[config.mk]
export PLATFORM = sky130hd
export DESIGN_NAME = timer_event_counter_core
export DESIGN_NICKNAME = d
export VERILOG_FILES = /design/src/counter_core_pkg.sv /design/src/timer_pin_sync.sv /design/src/timer_event_counter_core.sv
export VERILOG_INCLUDE_DIRS = /design/src
export SDC_FILE = /design/constraint.sdc
export NUM_CORES = 1
export LEC_CHECK = 0
export ABC_AREA = 1
export BUFFER_PORTS_ARGS = -buffer_cell sky130_fd_sc_hd__buf_4
export CORE_MARGIN = 4
export CORE_UTILIZATION = 49
export DETAILED_ROUTE_END_ITERATION = 12
export PLACE_DENSITY = 0.81
export SYNTH_ARGS = -nofsm -noshare
export SYNTH_HDL_FRONTEND = slang
export SYNTH_SLANG_ARGS = --single-unit
[constraint.sdc]
create_clock -name clk -period 1.5 [get_ports clk]
set_input_delay 0.225 -clock clk [delete_from_list [all_inputs] [get_ports clk]]
set_output_delay 0.225 -clock clk [all_outputs]
set_load 0.01 [all_outputs]
[src/counter_core_params.svh]
// constants for the timer/event counter core: bit positions, codes, reset values
`ifndef COUNTER_CORE_PARAMS_SVH
`define COUNTER_CORE_PARAMS_SVH

// control byte field positions
`define CTRL_MODE_HI      7
`define CTRL_MODE_LO      6
`define CTRL_RUN_BIT      4
`define CTRL_EDGE_BIT     3

// mode pair encodings
`define MODE_IDLE         2'h0
`define MODE_EVENT        2'h1
`define MODE_TIMER        2'h2
`define MODE_PULSE        2'h3

// interrupt control byte field positions
`define INTC_GLOBAL_BIT   0
`define INTC_T0_EN_BIT    2
`define INTC_T0_FLAG_BIT  5

// reset values and limits
`define CTRL_RESET        8'h00
`define INTC_RESET        8'h00
`define COUNT_RESET       16'h0000
`define COUNT_MAX         16'hffff
`define TMR0_VECTOR       8'h08
`define VECTOR_NONE       8'h00

`endif

[src/counter_core_pkg.sv]
// types shared by the timer/event counter core and its pin synchroniser
`default_nettype none
package counter_core_pkg;

  // pulse width measurement sequencing
  typedef enum logic {
    PW_ARMED,
    PW_MEASURE
  } pw_state_t;

  // whole state of the core
  typedef struct packed {
    logic [7:0]  ctrl;
    logic [7:0]  intc;
    logic [15:0] count;
    logic [15:0] preload;
    pw_state_t   pw;
    logic        irq;
    logic        wake;
    logic [7:0]  vector;
  } core_state_t;

  // whole state of the pin synchroniser
  typedef struct packed {
    logic s1;
    logic s2;
    logic s3;
  } sync_state_t;

endpackage
`default_nettype wire

[src/timer_pin_sync.sv]
// two-flop synchroniser for the external timer pin plus one history stage
`default_nettype none
module timer_pin_sync (
  input  wire logic clk,
  input  wire logic rst_n,
  input  wire logic pin_async,
  output logic      pin_level,
  output logic      pin_prev
);
  import counter_core_pkg::*;

  sync_state_t st;   // registered state
  sync_state_t nx;   // next state

  ////////////////////////////////////////////////////////////////////////////
  // next state: s1 is read only by s2, so metastability never reaches logic
  always_comb begin
    nx    = st;
    nx.s1 = pin_async;
    nx.s2 = st.s1;
    nx.s3 = st.s2;     // history for edge detection downstream
  end

  // register the state
  always_ff @(posedge clk) begin
    if (!rst_n) begin
      // stages start at the pin's idle high level, so leaving reset shows no false edge;
      // a pin that idles low instead gives one spurious falling edge after reset
      st <= '1;
    end else begin
      st <= nx;
    end
  end

  assign pin_level = st.s2;
  assign pin_prev  = st.s3;

endmodule
`default_nettype wire

[src/timer_event_counter_core.sv]
// 16-bit timer / event counter / pulse width counter with overflow reload and wake
`include "counter_core_params.svh"
`default_nettype none
module timer_event_counter_core (
  input  wire logic       clk,
  input  wire logic       rst_n,
  input  wire logic       timer_pin,                // external event / pulse input
  input  wire logic       power_down,               // device halted
  input  wire logic       ctrl_wr,                  // control byte write strobe
  input  wire logic [7:0] ctrl_wdata,
  input  wire logic       preload_lo_wr,            // preload low byte write strobe
  input  wire logic       preload_hi_wr,            // preload high byte write strobe
  input  wire logic [7:0] preload_wdata,
  input  wire logic       count_rd,                 // counter read strobe
  input  wire logic       intc_wr,                  // interrupt control write strobe
  input  wire logic [7:0] intc_wdata,
  output logic      [7:0] counter0_control,
  output logic      [7:0] interrupt_control_first,
  output logic      [7:0] counter0_low_byte,
  output logic      [7:0] counter0_high_byte,
  output logic            irq,
  output logic      [7:0] irq_vector,
  output logic            wake
);
  import counter_core_pkg::*;

  core_state_t st;         // registered state
  core_state_t nx;         // next state
  logic        pin_level;  // synchronised pin level
  logic        pin_prev;   // level one sample earlier
  logic [1:0]  mode;       // decoded mode pair
  logic        run;        // run-enable bit
  logic        edge_sel;   // active edge / level select
  logic        inhibit;    // counter clock inhibit
  logic        pin_rise;   // synchronised rising edge
  logic        pin_fall;   // synchronised falling edge
  logic        inc;        // count this cycle
  logic        ovf;        // overflow this cycle
  logic        pw_end;     // pulse returned to idle level

  ////////////////////////////////////////////////////////////////////////////
  // pin synchroniser: the pin is asynchronous to the system clock
  timer_pin_sync u_sync (
    .clk       (clk),
    .rst_n     (rst_n),
    .pin_async (timer_pin),
    .pin_level (pin_level),
    .pin_prev  (pin_prev)
  );

  ////////////////////////////////////////////////////////////////////////////
  // next state logic
  always_comb begin
    nx       = st;
    mode     = st.ctrl[`CTRL_MODE_HI:`CTRL_MODE_LO];
    run      = st.ctrl[`CTRL_RUN_BIT];
    edge_sel = st.ctrl[`CTRL_EDGE_BIT];
    // an access in flight freezes the count; costs a count, avoids torn values
    inhibit  = count_rd | preload_lo_wr | preload_hi_wr;
    pin_rise = pin_level & ~pin_prev;
    pin_fall = ~pin_level & pin_prev;
    inc      = 1'b0;
    pw_end   = 1'b0;

    // count qualification per mode
    unique case (mode)
      `MODE_IDLE: begin
        inc = 1'b0;
      end
      `MODE_EVENT: begin
        // low select counts rising, high select counts falling;
        // keeps running in power-down since the pin drives it
        inc = run & (edge_sel ? pin_fall : pin_rise);
      end
      `MODE_TIMER: begin
        // system clock halts in power-down, so timer mode freezes there
        inc = run & ~power_down;
      end
      `MODE_PULSE: begin
        // level seen only as sampled, so widths may be off by a clock
        if (run && st.pw == PW_MEASURE && !power_down) begin
          if (pin_level == edge_sel) begin
            inc = 1'b1;
          end else begin
            pw_end = 1'b1;
          end
        end
      end
    endcase
    inc = inc & ~inhibit;
    ovf = inc & (st.count == `COUNT_MAX);

    // counter: reload on overflow, else step
    if (ovf) begin
      nx.count = st.preload;
    end else if (inc) begin
      nx.count = st.count + 16'h0001;
    end

    // preload writes; a stopped counter takes the value directly
    if (preload_lo_wr) begin
      nx.preload[7:0] = preload_wdata;
      if (!run) begin
        nx.count[7:0] = preload_wdata;
      end
    end
    if (preload_hi_wr) begin
      nx.preload[15:8] = preload_wdata;
      if (!run) begin
        nx.count[15:8] = preload_wdata;
      end
    end

    // pulse measurement sequencing
    if (mode != `MODE_PULSE || !run) begin
      nx.pw = PW_ARMED;
    end else if (st.pw == PW_ARMED) begin
      // low select waits for a falling edge, high select for a rising edge
      if (edge_sel ? pin_rise : pin_fall) begin
        nx.pw = PW_MEASURE;
      end
    end else if (pw_end) begin
      nx.pw = PW_ARMED;
    end

    // control byte: hardware ends a pulse, a software write in the same cycle wins
    if (pw_end) begin
      nx.ctrl[`CTRL_RUN_BIT] = 1'b0;
    end
    if (ctrl_wr) begin
      nx.ctrl = ctrl_wdata;
    end

    // interrupt control: overflow set beats a software clear
    if (intc_wr) begin
      nx.intc = intc_wdata;
    end
    if (ovf) begin
      nx.intc[`INTC_T0_FLAG_BIT] = 1'b1;
    end

    // interrupt line and vector, gated by both enables
    nx.irq = st.intc[`INTC_T0_FLAG_BIT] & st.intc[`INTC_T0_EN_BIT]
           & st.intc[`INTC_GLOBAL_BIT];
    nx.vector = nx.irq ? `TMR0_VECTOR : `VECTOR_NONE;

    // wake ignores the enables; a flag already pending blocks it
    nx.wake = ovf & power_down & ~st.intc[`INTC_T0_FLAG_BIT];
  end

  ////////////////////////////////////////////////////////////////////////////
  // register the state
  always_ff @(posedge clk) begin
    if (!rst_n) begin
      st         <= '0;
      st.ctrl    <= `CTRL_RESET;
      st.intc    <= `INTC_RESET;
      st.count   <= `COUNT_RESET;
      st.preload <= `COUNT_RESET;
      st.pw      <= PW_ARMED;
      st.vector  <= `VECTOR_NONE;
    end else begin
      st <= nx;
    end
  end

  ////////////////////////////////////////////////////////////////////////////
  // outputs, all straight from state flops
  assign counter0_control        = st.ctrl;
  assign interrupt_control_first = st.intc;
  assign counter0_low_byte       = st.count[7:0];
  assign counter0_high_byte      = st.count[15:8];
  assign irq                     = st.irq;
  assign irq_vector              = st.vector;
  assign wake                    = st.wake;
endmodule
`default_nettype wire

# Yosys cells after proc, flatten, opt, wreduce, memory -nomap -nowiden
# Index checks and enable logic that the tools add are counted.
[word_totals] reg_bits=62 inputBits=33 out_inout_bits=42 word_cells=70
[classes] addsub=1 n_eq_ne=6 n_mux=22 bitwise=18 reduce_logical=9
[ops] op="$mux 16" count=2
[ops] op="$mux 8" count=4
[ops] op="$add 16x1->16 const B" count=1
[ops] op="$eq 16x16->1 const B" count=1
[ops] op="$mux 1" count=12
[ops] op="$and 1x1->1" count=10
[ops] op="$mux 6" count=1
[ops] op="$not 1->1" count=6
[ops] op="$mux 5" count=1
[ops] op="$eq 2x2->1 const B" count=2
[ops] op="$mux 4" count=1
[ops] op="$pmux 1 s4" count=1
[ops] op="$reduce_bool 2->1" count=2
[ops] op="$eq 2x1->1 const B" count=1
[ops] op="$logic_and 1x1->1" count=2
[ops] op="$logic_not 1->1" count=2
[ops] op="$logic_not 2->1" count=1
[ops] op="$ne 2x2->1 const B" count=1
[ops] op="$or 1x1->1" count=2
[ops] op="$reduce_or 2->1" count=1
[ops] op="$eq 1x1->1" count=1
[ops] op="$logic_or 1x1->1" count=1

# Depth between registers and ports, before layout
# Gate-level depths: netlist (run 1).
[depth] word_depth=10 ltp_mapped=13 mapped_depth_nobuf=12

# Hierarchy
# A second synthesis (run 1) with hierarchy kept.
[hier_totals] hier_cells=471 hier_area_um2=3174.3
[by_module_without_submodules] module="timer_event_counter_core" instances=1 cells_per_inst=462 area_each_um2=3091.7 seq_area_each_um2=1021.0
[by_module_without_submodules] module="timer_pin_sync" instances=1 cells_per_inst=9 area_each_um2=82.6 seq_area_each_um2=60.1

# Least setup slack after synthesis (run 1)
# OpenSTA, ideal clock, no wires.
[synth_path] kind="flip-flop to flip-flop" startpoint="register st, in the netlist counter0_control[7]" endpoint="register st, in the netlist counter0_low_byte[0]" setup_time_ns=0.117 arrival_ns=1.511 required_ns=1.383 slack_ns=-0.128 stages_incl_launch_ff=13 n_path_buf=1 period_less_slack_ns=1.628 path_cell_list="dfxtp_1 inv_1 ha_1 nand2_2 a21oi_2 nand2_1 nand2_2 buf_6 nand3_4 nor2_1 a21oi_1 nor2_1 nor2_1"
[synth_between] elab_chain_cells=7 word_cells_on_any_way=11 classes_between="eq/ne (3); mux (5); bitwise (2); reduce/logical (1)"
[synth_lines] item="start: declaration" line_no="timer_event_counter_core.sv:27" text="core_state_t st;"
[synth_lines] item="start signal: assignment" line_no="timer_event_counter_core.sv:163" text="st <= nx;"
[synth_lines] item="$eq 2x2->1, or another cell as far along" line_no="timer_event_counter_core.sv:66" text="unique case (mode)"
[synth_lines] item="$pmux 1 s4 (*)" line_no="timer_event_counter_core.sv:66"
[synth_lines] item="$and 1x1->1 (*)" line_no="timer_event_counter_core.sv:90" text="inc = inc & ~inhibit;"
[synth_lines] item="$mux 16 / $and 1x1->1 (equally long branches)" line_no="timer_event_counter_core.sv:96, timer_event_counter_core.sv:91"
[synth_lines] item="$mux 16 (*)" line_no="timer_event_counter_core.sv:94" text="if (ovf) begin"
[synth_lines] item="$mux 8" line_no="timer_event_counter_core.sv:103" text="if (!run) begin"
[synth_lines] item="$mux 8 (*)" line_no="timer_event_counter_core.sv:101" text="if (preload_lo_wr) begin"
# Every way passes the cells marked *; elsewhere a longest branch is shown, timed or not.
# A chain may end at the register's enable or synchronous reset.

# Worst setup path after layout (run 1)
[layout_path] startpoint="register st, in the netlist counter0_control[7]" endpoint="register st, in the netlist counter0_high_byte[5]"
[layout_between] elab_chain_cells=7 word_cells_on_any_way=11 classes_between="eq/ne (3); mux (5); bitwise (2); reduce/logical (1)"
[layout_lines] item="$eq 2x2->1, or another cell as far along" line_no="timer_event_counter_core.sv:66"
[layout_lines] item="$pmux 1 s4 (*)" line_no="timer_event_counter_core.sv:66"
[layout_lines] item="$and 1x1->1 (*)" line_no="timer_event_counter_core.sv:90"
[layout_lines] item="$mux 16 / $and 1x1->1 (equally long branches)" line_no="timer_event_counter_core.sv:96, timer_event_counter_core.sv:91"
[layout_lines] item="$mux 16 (*)" line_no="timer_event_counter_core.sv:94"
[layout_lines] item="$mux 8" line_no="timer_event_counter_core.sv:109" text="if (!run) begin"
[layout_lines] item="$mux 8 (*)" line_no="timer_event_counter_core.sv:107" text="if (preload_hi_wr) begin"
# Marks and branches as above.

==> impl_metrics.csv, run 1 <==
group,metric,value,unit
synthesis,synthFlopType,"dfxtp_1",
critical_path,cp.arrival,2.01,ns
timing,skew,0.002892,ns
detailed_routing,vias_per_cell,5.068,
synthesis,ys_top_cells_by_area,"dfxtp_1 34%, nor2_1 12%, buf_4 10%, nand2_1 8.7%, o21ai_0 7.1%",
place,dpl_cell_area,3745,µm²
synthesis,synth_edf_count,0,
detailed_routing,postRouteWirelength,8.044,mm
timing,setup_tns,-3.258,ns
run_status,status,"complete, but fails checks",
critical_path,r2r_start,"counter0_control[7]$_SDFFE_PN0P_",
clocking,cts.root.buffer_cell,"clkbuf_8",
detailed_routing,ant_nets,0,
floorplanning,core-area,6096,µm²
layout,final_area,4028,µm²
detailed_routing,wl_per_cell,13.06,µm
synthesis,synthTopCellsByCount,"99 x nor2_1, 73 x nand2_1, 54 x dfxtp_1",
timing,max_freq,570.3,MHz
critical_path,worstSetupEndpointType,"flop",
critical_path,cp_top_family,"simple AND/OR/NAND/NOR gates",
timing,timing.final.crit_share,116.9,%
place,dp_hpwl,6.146,mm
grt,track_usage,21.01,%
critical_path,crit_chain,"inv_4 -> ha_4 -> nand2_2 -> a21oi_2 -> nand2_2 -> nand2_4 -> buf_6 -> nand3_2 -> nand2_2 -> nand2_2 -> nor2_2 -> nor2_1 -> nor2_1",
clocking,clkLatencyLatePin,0.31,ns
synthesis,synthXorXnorAreaFrac,1.667,%
detailed_routing,drc,0,
place,gp_congestion,0.8679,
synthesis,ys_ff_latch,54,
critical_path,cp-start-kind,"flop",
synthesis,synth_cell_type_count,34,
synthesis,synthDominantCellAreaShare,34.29,%
critical_path,path_max_fanout,8,
grt,grt_pass1_wl,13.09,mm
flow_run,cap_viol_max_count,0,
critical_path,cpMaxStageDelayCell,"dfxtp_4",
synthesis,synth_top_area_cell,"dfxtp_1",
floorplanning,start_util,51.72,%
layout,finalNetCount,577,
clocking,cts_tree,"built",
grt,overflow,0,
place,placed_cells,603,
synthesis,muxShareOfSynthArea,0,%
critical_path,cp_data_required_time,1.75,ns
critical_path,r2r_cells,13,
worst_hold_path,min_delay_path_depth,2,
floorplanning,dieArea,7782,µm²
run_status,violations,"setup timing",
timing,timing.hold.ws,0.09914,ns
grt,grt_pass1_vias,2900,
grt,antenna_found_initial,0,
floorplanning,fp.dieH,88.22,µm
worst_hold_path,holdCritPathClass,"in -> reg",
critical_path,r2r_end,"counter0_high_byte[5]$_SDFF_PN0_",
critical_path,rrSetupSlack,-0.25,ns
synthesis,synthSimpleGateAreaFrac,31.94,%
layout,instances_no_fill,616,
grt,grt_max_degree,39,
critical_path,worst-path-buf-inv,2,
synthesis,synth_most_common_cell,"nor2_1",
clocking,cts_buffers,5,
synthesis,syn_avg_cell_area,6.737,µm²
layout,multi_input_area,1680,µm²
synthesis,synth_compound_area_share,12.62,%
clocking,numClockSinks,54,
critical_path,path_class,"reg -> reg",
layout,area_delta_synth_final,27.74,%
timing,post-route-min-period,1.754,ns
timing,grt_setup_unrepaired,"yes",
detailed_routing,firstDrtPassIters,4,
critical_path,slowest_delay,0.39,ns
clocking,h-tree-depth,2,
synthesis,syn_area,3153,µm²
floorplanning,die_x,88.22,µm
timing,setup_viol,17,
floorplanning,rows,28,
timing,finalMaxSlewViolations,0,
layout,drive_above_1_share,32.53,%
layout,filler_cell_count,515,
detailed_routing,drtIter0Drc,157,
synthesis,ys_seq_area_share,34.29,%
floorplanning,io_pins,75,
worst_hold_path,hold_end,"u_sync.nx[1]$_SDFF_PN1_",
worst_hold_path,min_from,"timer_pin",
timing,hold_viol,0,
synthesis,async_flop_share,0,%
power_and_ir_drop,ir_drop,0.7818,mV
layout,regArea,1091,µm²
detailed_routing,vias,3122,
place,io_buffer_count,67,
clocking,path_clk_slew,0.09,ns
place,pre_cts_ws,-0.3195,ns
synthesis,synthAdderAreaFrac,1.587,%
power_and_ir_drop,p_per_area,784.0,nW/µm²
synthesis,synth_top_family_by_area,"simple AND/OR/NAND/NOR gates",
synthesis,yosys_warnings,0,
power_and_ir_drop,cellLeakagePower,1.922,nW
critical_path,cp_common_cell,"nand2_2",
clocking,clock_path_buffers,2,
timing,setup_slack,-0.2535,ns
synthesis,synthCells,468,
layout,antenna_cells,0,
-- final cells by class --
type	instances	share of cell area, %
clock inverters	2	0.3107
well taps	75	2.330
multi-input cells	319	41.72
flip-flops and latches	54	27.09
inverters	46	4.473
clock buffers	6	2.050
repair buffers	113	21.84
repair inverters	1	0.1864
-- through the flow --
step | power (mW) | utilization, %
finish | 3.158 | 66.07
detailed placement | 2.316 | 61.43
CTS | 3.157 | 64.55
global route | 3.321 | 66.07
global placement | 2.298 | 61.43
floorplan | 2.062 | -
-- metal layers --
metal	wire [µm]	up-vias	GRT usage [%]
met5	0	-	0
met4	126	0	7.005
met3	554	11	4.283
met2	3712	105	33.99
met1	3651	1405	28.09
li1	-	1601	-
-- cell usage in the layout (no fill, tap or decap), types with 3 or more instances in the layout --
cell type and n:
a21oi_1 12, a21oi_2 5, buf_4 107, buf_6 5, clkbuf_8 6, conb_1 7
dfxtp_1 50, inv_1 39, inv_4 3, nand2_1 63, nand2_2 13, nand3_1 18
nand3_2 3, nand4_1 19, nor2_1 95, nor2_4 3, nor3_1 4, o21ai_0 45
o21ai_2 4, o21bai_2 3, xnor2_1 3, xor2_1 3
-- report_power, final --
group	total [mW]	internal [mW]	leakage, nW	switching (mW)
Clock	0.834	0.372	0.0472	0.462
Combinational	0.722	0.345	1.42	0.377
Sequential	1.60	1.53	0.450	0.0706
Total	3.16	2.25	1.92	0.910
-- worst max-delay path by stage --
stage               cells past startpoint                             start                               end
finish                                 13  counter0_control[7]$_SDFFE_PN0P_  counter0_high_byte[5]$_SDFF_PN0_
global route                           13  counter0_control[7]$_SDFFE_PN0P_  counter0_high_byte[5]$_SDFF_PN0_
CTS                                    11  counter0_control[7]$_SDFFE_PN0P_   counter0_low_byte[3]$_SDFF_PN0_
detailed placement                     12  counter0_control[7]$_SDFFE_PN0P_  counter0_high_byte[6]$_SDFF_PN0_
global placement                       12  counter0_control[7]$_SDFFE_PN0P_  counter0_high_byte[4]$_SDFF_PN0_
floorplan                              12  counter0_control[7]$_SDFFE_PN0P_  counter0_high_byte[4]$_SDFF_PN0_
-- logic make-up after synthesis --
kind of cell    Yosys count
fa+ha+maj                 4
flops                    54
other cells               1
compound gates           72
xor+xnor                  6
simple gates            229
buf+inv                 102
-- worst register-to-register path, delay by kind of cell (launching register included) --
kind            cells  cell delay [ns]
compound gates      1             0.11
buf+inv             2             0.16
simple gates        9             0.78
fa+ha+maj           1             0.25
flops               1             0.39
-- state kept, by name, indices dropped and copies added, names as in the netlist --
| register | count |
|---|---|
| wake | 1 |
| u_sync.pin_prev | 1 |
| u_sync.pin_level | 1 |
| interrupt_control_first | 8 |
| st | 17 |
| irq_vector | 1 |
| counter0_high_byte | 8 |
| u_sync.nx | 1 |
| counter0_control | 8 |
| counter0_low_byte | 8 |
-- repair_timing --
item	CTS	global route
resized for setup	14	26
setup buffers	3	0
endpoints found under the setup margin	18	18
gates cloned	2	0
pin swaps	4	17
hold buffers	0	0
Power figures use the tool's default switching activity.
==> run 2, diff against run 1 <==
--- a/config.mk
+++ b/config.mk
@@ -6,12 +6,11 @@
 export SDC_FILE = /design/constraint.sdc
 export NUM_CORES = 1
 export LEC_CHECK = 0
-export ABC_AREA = 1
 export BUFFER_PORTS_ARGS = -buffer_cell sky130_fd_sc_hd__buf_4
 export CORE_MARGIN = 4
-export CORE_UTILIZATION = 49
+export CORE_UTILIZATION = 48
 export DETAILED_ROUTE_END_ITERATION = 12
-export PLACE_DENSITY = 0.81
+export PLACE_DENSITY = 0.8
 export SYNTH_ARGS = -nofsm -noshare
 export SYNTH_HDL_FRONTEND = slang
 export SYNTH_SLANG_ARGS = --single-unit
==> run 2 against run 1 <==
- the run still ends with setup timing left
- critical endpoint is now counter0_high_byte[2]$_SDFF_PN0_
- clock power up 7.6%
- sequential cell count unchanged
- synthesized area down 7.9%
- critical path type unchanged
- highest routed layer unchanged
- die area down 5.5%
- routed wire length up 11%
- global-route usage up 1.8 points
==> impl_metrics.csv, run 2 <==
group,metric,value,unit
synthesis,synthXorXnorAreaFrac,0.3017,%
detailed_routing,firstDrtPassIters,5,
synthesis,synth_most_common_cell,"dfxtp_1",
detailed_routing,drc,0,
synthesis,syn_avg_cell_area,8.959,µm²
layout,drive_above_1_share,46.28,%
timing,skew,0.008934,ns
synthesis,synthDominantCellAreaShare,37.24,%
detailed_routing,postRouteWirelength,8.963,mm
layout,antenna_cells,0,
critical_path,worstSetupEndpointType,"flop",
synthesis,synth_edf_count,0,
layout,filler_cell_count,410,
clocking,cts_hold_buf,0,
detailed_routing,drtIter0Drc,401,
flow_run,cap_viol_max_count,0,
timing,setup_viol,18,
synthesis,synth_top_area_cell,"dfxtp_1",
clocking,cts.root.buffer_cell,"clkbuf_8",
power_and_ir_drop,cellLeakagePower,1.782,nW
power_and_ir_drop,intPower,2.232,mW
critical_path,cp-start-kind,"flop",
clocking,clock_path_buffers,2,
layout,layout_common_cells,"127 x buf_4, 48 x dfxtp_1, 33 x nor2b_1",
detailed_routing,wl_per_cell,18.22,µm
timing,grt_setup_unrepaired,"yes",
worst_hold_path,holdCritPathClass,"in -> reg",
critical_path,rrSetupSlack,-0.80,ns
floorplanning,io_pins,75,
layout,area_delta_synth_final,38.58,%
synthesis,ys_top_cells_by_area,"dfxtp_1 37%, mux2i_1 11%, buf_4 10%, nor2b_1 7.1%, o21ai_0 2.9%",
grt,grtUsageMet3,4.035,%
clocking,cts_tree,"built",
power_and_ir_drop,combPwrFrac,20.5,%
power_and_ir_drop,p_switching,0.8860,mW
grt,antenna_found_initial,0,
synthesis,synthFlopType,"dfxtp_1",
floorplanning,die_x,85.77,µm
power_and_ir_drop,p_per_area,775.0,nW/µm²
clocking,numClockSinks,54,
power_and_ir_drop,p_seq_share,50.8,%
timing,hold_viol,0,
timing,setup_slack,-0.7958,ns
layout,finalNetCount,453,
synthesis,syn_area,2903,µm²
place,io_buffer_count,67,
critical_path,path_class,"reg -> reg",
synthesis,ys_ff_latch,54,
critical_path,r2r_start,"counter0_control[7]$_SDFFE_PN0P_",
run_status,status,"complete, but fails checks",
place,placed_cells,473,
layout,final_common_cell,"buf_4",
power_and_ir_drop,total_power,3.118,mW
timing,timing.final.crit_share,153.1,%
clocking,h-tree-depth,2,
clocking,clkLatencyLatePin,0.32,ns
timing,max_freq,435.6,MHz
grt,grtUsageMet1,27.95,%
synthesis,synthTopCellsByCount,"54 x dfxtp_1, 40 x buf_4, 33 x nor2b_1",
floorplanning,rows,28,
place,gp_congestion,0.9545,
critical_path,r2r_cells,8,
grt,grt_max_degree,40,
layout,instances_no_fill,492,
clocking,cts_buffers,5,
timing,setup_tns,-12.18,ns
clocking,path_clk_slew,0.10,ns
layout,regArea,1089,µm²
critical_path,cp.arrival,2.56,ns
synthesis,muxShareOfSynthArea,12.24,%
floorplanning,fp.dieH,85.77,µm
critical_path,cp_data_required_time,1.76,ns
floorplanning,dieArea,7356,µm²
detailed_routing,ant_nets,0,
grt,grt_pass1_wl,13.30,mm
synthesis,synth_compound_area_share,15.00,%
grt,grtUsageMet2,39.05,%
timing,post-route-min-period,2.296,ns
power_and_ir_drop,ir_drop,0.4879,mV
grt,overflow,0,
floorplanning,core-area,5886,µm²
synthesis,synth_cell_type_count,59,
synthesis,async_flop_share,0,%
synthesis,synth_top_family_by_area,"simple AND/OR/NAND/NOR gates",
worst_hold_path,min_from,"timer_pin",
critical_path,r2r_end,"counter0_high_byte[2]$_SDFF_PN0_",
layout,fin_util,68.35,%
detailed_routing,vias_per_cell,5.748,
worst_hold_path,hold_end,"u_sync.nx[1]$_SDFF_PN1_",
place,dp_hpwl,5.675,mm
detailed_routing,vias,2828,
grt,track_usage,22.79,%
grt,grt_most_used_layer,"met2",
power_and_ir_drop,pwr-share-clk,28.8,%
layout,multi_input_area,1675,µm²
floorplanning,start_util,49.32,%
synthesis,synthAdderAreaFrac,1.724,%
run_status,violations,"setup timing",
layout,largest_register_ff_count,17,
grt,grt_pass1_vias,2770,
layout,regMostFlops,"st",
worst_hold_path,min_delay_path_depth,2,
timing,finalMaxSlewViolations,0,
synthesis,ys_seq_area_share,37.24,%
synthesis,synthSimpleGateAreaFrac,20.04,%
critical_path,path_max_fanout,5,
synthesis,synthCells,324,
synthesis,yosys_warnings,0,
power_and_ir_drop,switching_share,28.42,%
==> run 2: power by group through the flow <==
stage          registers [mW]  clock network [mW]  logic [mW]
4_1_cts                  1.58               0.909       0.602
5_1_grt                  1.59               0.958       0.685
6_report                 1.58               0.897       0.638
3_3_place_gp             1.61                   0       0.567
2_1_floorplan            1.62                   0       0.350
3_5_place_dp             1.61                   0       0.584
==> run 2: worst max-delay path, cell delays in order, from the launching register on <==
cell	delay, ns
dfxtp_2	0.35
inv_1	0.06
ha_2	0.16
or4_4	0.46
a211oi_4	0.27
a21oi_4	0.12
or4_1	0.52
a31o_1	0.20
a21boi_1	0.11
==> run 2: final cells by class <==
class,count,share of cell area [%]
Clock buffer,6,2.053
Clock inverter,2,0.4044
Inverter,6,0.5599
Multi-Input combinational cell,214,41.65
Sequential cell,54,27.06
Tap cell,75,2.333
Timing Repair Buffer,135,25.94
==> run 2: worst max path at each step <==
stage                                          start                               end  cells past startpoint
floorplan           counter0_control[6]$_SDFFE_PN0P_  counter0_high_byte[2]$_SDFF_PN0_                      8
global placement    counter0_control[6]$_SDFFE_PN0P_  counter0_high_byte[2]$_SDFF_PN0_                      8
detailed placement  counter0_control[6]$_SDFFE_PN0P_  counter0_high_byte[4]$_SDFF_PN0_                      8
CTS                 counter0_control[6]$_SDFFE_PN0P_  counter0_high_byte[2]$_SDFF_PN0_                      8
global route        counter0_control[6]$_SDFFE_PN0P_  counter0_high_byte[2]$_SDFF_PN0_                      8
finish              counter0_control[7]$_SDFFE_PN0P_  counter0_high_byte[2]$_SDFF_PN0_                      8
==> run 2: repair_timing <==
item / CTS / global route
resized for setup: 24 / 22
pin swaps: 16 / 9
endpoints found under the setup margin: 18 / 19
setup buffers: 8 / 5
==> run 2: layer usage <==
metal | part of all wire, % | vias to the layer above
li1 | - | 1281
met1 | 39 | 1349
met4 | 3.0 | 0
met2 | 50 | 166
met3 | 7.7 | 32
met5 | 0 | -
==> run 2: logic make-up after synthesis <==
kind of cell | after synthesis
mux | 35
flops | 54
compound gates | 66
fa+ha+maj | 4
xor+xnor | 1
simple gates | 101
buf+inv | 62
other cells | 1
==> run 2: through the flow <==
stage,worst slack [ns],hold WS [ns],cell area [µm²]
6_report,-0.7958,0.08548,4023
5_1_grt,-0.8872,0.08743,4023
4_1_cts,-0.7046,0.08142,3900
3_5_place_dp,-0.6938,0.3964,3628
3_3_place_gp,-0.5708,0.3912,3628
2_1_floorplan,-0.5623,0.3265,2990
==> run 3, diff against run 2 <==
--- a/config.mk
+++ b/config.mk
@@ -13,4 +13,5 @@
 export PLACE_DENSITY = 0.8
 export SYNTH_ARGS = -nofsm -noshare
 export SYNTH_HDL_FRONTEND = slang
+export SYNTH_HIERARCHICAL = 1
 export SYNTH_SLANG_ARGS = --single-unit
==> run 3 against run 2 <==
- the run still ends with setup timing left
- synthesized area up 0.52%
- worst setup slack improved by 0.022 ns
- clock power down 7.2%
- maximum frequency rose by 0.96%
- clock skew up 0.0031 ns
- worst hold slack better by 0.020 ns
- routed wire length fell by 7.1%
- via count shrank 2.7%
- final cell count fell by 0.81%
- die area grew 0.47%
- highest routed layer unchanged
==> impl_metrics.csv, run 3 <==
group,metric,value,unit
clocking,cts_buffers,5,
layout,fin_util,68.05,%
critical_path,r2r_start,"counter0_control[7]$_SDFFE_PN0P_",
synthesis,synth_top_area_cell,"dfxtp_1",
clocking,clock_path_buffers,2,
detailed_routing,wl_per_cell,17.07,µm
timing,finalMaxSlewViolations,0,
grt,grt_pass1_wl,12.83,mm
grt,grt_max_degree,28,
critical_path,critPathCapture,"counter0_high_byte[2]$_SDFF_PN0_",
worst_hold_path,min_delay_path_depth,2,
flow_run,cap_viol_max_count,0,
timing,post-route-min-period,2.274,ns
critical_path,worst-path-buf-inv,1,
detailed_routing,postRouteWirelength,8.328,mm
clocking,path_clk_slew,0.10,ns
layout,layout_common_cells,"121 x buf_4, 46 x dfxtp_1, 31 x nor2b_1, 31 x mux2i_1, 20 x nand2_1",
critical_path,path_class,"reg -> reg",
synthesis,synthTopCellsByCount,"54 x dfxtp_1, 40 x buf_4, 31 x mux2i_1, 31 x nor2b_1, 22 x nand2_1",
floorplanning,rows,28,
detailed_routing,vias,2753,
timing,timing.hold.ws,0.1060,ns
floorplanning,die_x,85.97,µm
synthesis,synth_most_common_cell,"dfxtp_1",
floorplanning,core-area,5921,µm²
detailed_routing,firstDrtPassIters,5,
critical_path,cp_top_family,"simple AND/OR/NAND/NOR gates",
detailed_routing,drtIter0Drc,184,
synthesis,async_flop_share,0,%
grt,overflow,0,
clocking,cts_tree,"built",
place,gp_congestion,0.8576,
synthesis,syn_area,2918,µm²
critical_path,cp_data_required_time,1.75,ns
grt,track_usage,21.64,%
synthesis,synth_edf_count,0,
layout,area_delta_synth_final,38.08,%
run_status,violations,"setup timing",
floorplanning,start_util,49.28,%
synthesis,synthFlopType,"dfxtp_1",
timing,max_freq,439.8,MHz
critical_path,path_max_fanout,2,
critical_path,r2r_cells,8,
timing,setup_viol,19,
critical_path,cp.depth,8,
synthesis,ys_seq_area_share,37.05,%
synthesis,ys_top_cells_by_area,"dfxtp_1 37%, mux2i_1 11%, buf_4 10%, nor2b_1 6.6%, o21ai_0 3.1%",
layout,antenna_cells,0,
clocking,clkLatencyLatePin,0.32,ns
synthesis,ys_ff_latch,54,
layout,drive_above_1_share,46.49,%
layout,largest_register_ff_count,17,
layout,finalNetCount,449,
layout,regMostFlops,"st",
critical_path,cp.arrival,2.52,ns
floorplanning,fp.dieH,85.97,µm
layout,final_common_cell,"buf_4",
critical_path,worstSetupEndpointType,"flop",
clocking,numClockSinks,54,
critical_path,rrSetupSlack,-0.77,ns
clocking,cts_hold_buf,0,
worst_hold_path,holdCritPathClass,"in -> reg",
clocking,cts.root.buffer_cell,"clkbuf_8",
critical_path,cp-start-kind,"flop",
detailed_routing,ant_nets,0,
timing,timing.final.crit_share,151.6,%
power_and_ir_drop,total_power,3.039,mW
synthesis,synth_cell_type_count,55,
critical_path,cpMaxStageDelayCell,"or4_1",
critical_path,slowest_delay,0.53,ns
power_and_ir_drop,cellLeakagePower,1.760,nW
synthesis,synthDominantCellAreaShare,37.05,%
critical_path,crit_path_start,"counter0_control[7]$_SDFFE_PN0P_",
timing,hold_viol,0,
grt,antenna_found_initial,0,
power_and_ir_drop,ir_drop,0.6600,mV
timing,grt_setup_unrepaired,"yes",
grt,grt_pass1_vias,2730,
detailed_routing,drc,0,
synthesis,syn_avg_cell_area,8.923,µm²
floorplanning,dieArea,7390,µm²
timing,setup_slack,-0.7740,ns
synthesis,yosys_warnings,6,
clocking,h-tree-depth,2,
synthesis,synthCells,327,
timing,skew,0.01207,ns
detailed_routing,vias_per_cell,5.641,
critical_path,crit_chain,"inv_2 -> ha_4 -> or4_4 -> a211oi_4 -> a21oi_2 -> or4_1 -> a31o_1 -> a21boi_2",
run_status,status,"complete, but fails checks",
place,dp_hpwl,5.543,mm
place,io_buffer_count,67,
floorplanning,io_pins,75,
power_and_ir_drop,p_per_area,754.2,nW/µm²
critical_path,r2r_end,"counter0_high_byte[2]$_SDFF_PN0_",
place,pre_cts_ws,-0.7066,ns
[run 3: layer usage]
metal | vias to the layer above | GRT usage [%] | part of all wire [%]
met1 | 1306 | 26.08 | 41
li1 | 1281 | - | -
met4 | 0 | 7.626 | 2.7
met5 | - | 0 | 0
met2 | 140 | 37.77 | 49
met3 | 26 | 4.611 | 7.0
[run 3: how the worst min path moves through the flow]
stage	end	slack (ns)	startpoint
after floorplan	u_sync/nx[1]$_SDFF_PN1_	0.30	rst_n
after global placement	u_sync/pin_level$_SDFF_PN1_	0.40	u_sync/nx[1]$_SDFF_PN1_
after detailed placement	u_sync/pin_level$_SDFF_PN1_	0.40	u_sync/nx[1]$_SDFF_PN1_
after CTS	u_sync/nx[1]$_SDFF_PN1_	0.10	timer_pin
after global routing	u_sync/nx[1]$_SDFF_PN1_	0.11	timer_pin
final	u_sync/nx[1]$_SDFF_PN1_	0.11	timer_pin
[run 3: repair_timing]
| action | 4_1_cts | 5_1_grt |
|---|---|---|
| buffers inserted | 6 | 5 |
| endpoints found under the hold margin | 0 | 0 |
| endpoints found under the setup margin | 18 | 19 |
| resized for setup | 39 | 21 |
| pin swaps | 17 | 11 |
[run 3: stage by stage]
stage,cell area [µm²],setup TNS (ns),cells
2_1_floorplan,3009,-6.769,333
3_3_place_gp,3608,-8.892,471
3_5_place_dp,3608,-9.886,471
4_1_cts,3891,-8.404,484
5_1_grt,4029,-10.78,488
6_report,4029,-9.781,488
[run 3: logic make-up (layout without fill, tap and decap cells)]
logic type	Yosys count	in the layout	share of synthesized area, %
simple gates	109	109	21.10
compound gates	62	62	14.28
buf+inv	61	141	13.25
flops	54	54	37.05
mux	35	35	12.18
fa+ha+maj	4	4	1.715
other cells	1	7	0.1285
xor+xnor	1	1	0.3002
[run 3: worst reg2reg max path, cell delays in order (launching register included)]
cell	delay, ns
dfxtp_2	0.37
inv_2	0.05
ha_4	0.14
or4_4	0.46
a211oi_4	0.22
a21oi_2	0.10
or4_1	0.53
a31o_1	0.24
a21boi_2	0.11
[run 3: final cells by class]
cell class                 count  area (µm²)
clock buffer                   5       68.82
clock inverter                 3       21.27
fill                         423        1892
inverter                       4       15.01
multi-input combinational    218        1725
sequential                    54        1094
tap                           75       93.84
timing repair buffer         129        1011
[run 3: power by group]
| part | leakage [nW] | internal (mW) | switching (mW) | total, mW |
|---|---|---|---|---|
| clock network | 0.0441 | 0.329 | 0.502 | 0.832 |
| logic | 1.27 | 0.328 | 0.296 | 0.623 |
| registers | 0.449 | 1.52 | 0.0608 | 1.58 |
| total | 1.76 | 2.18 | 0.859 | 3.04 |
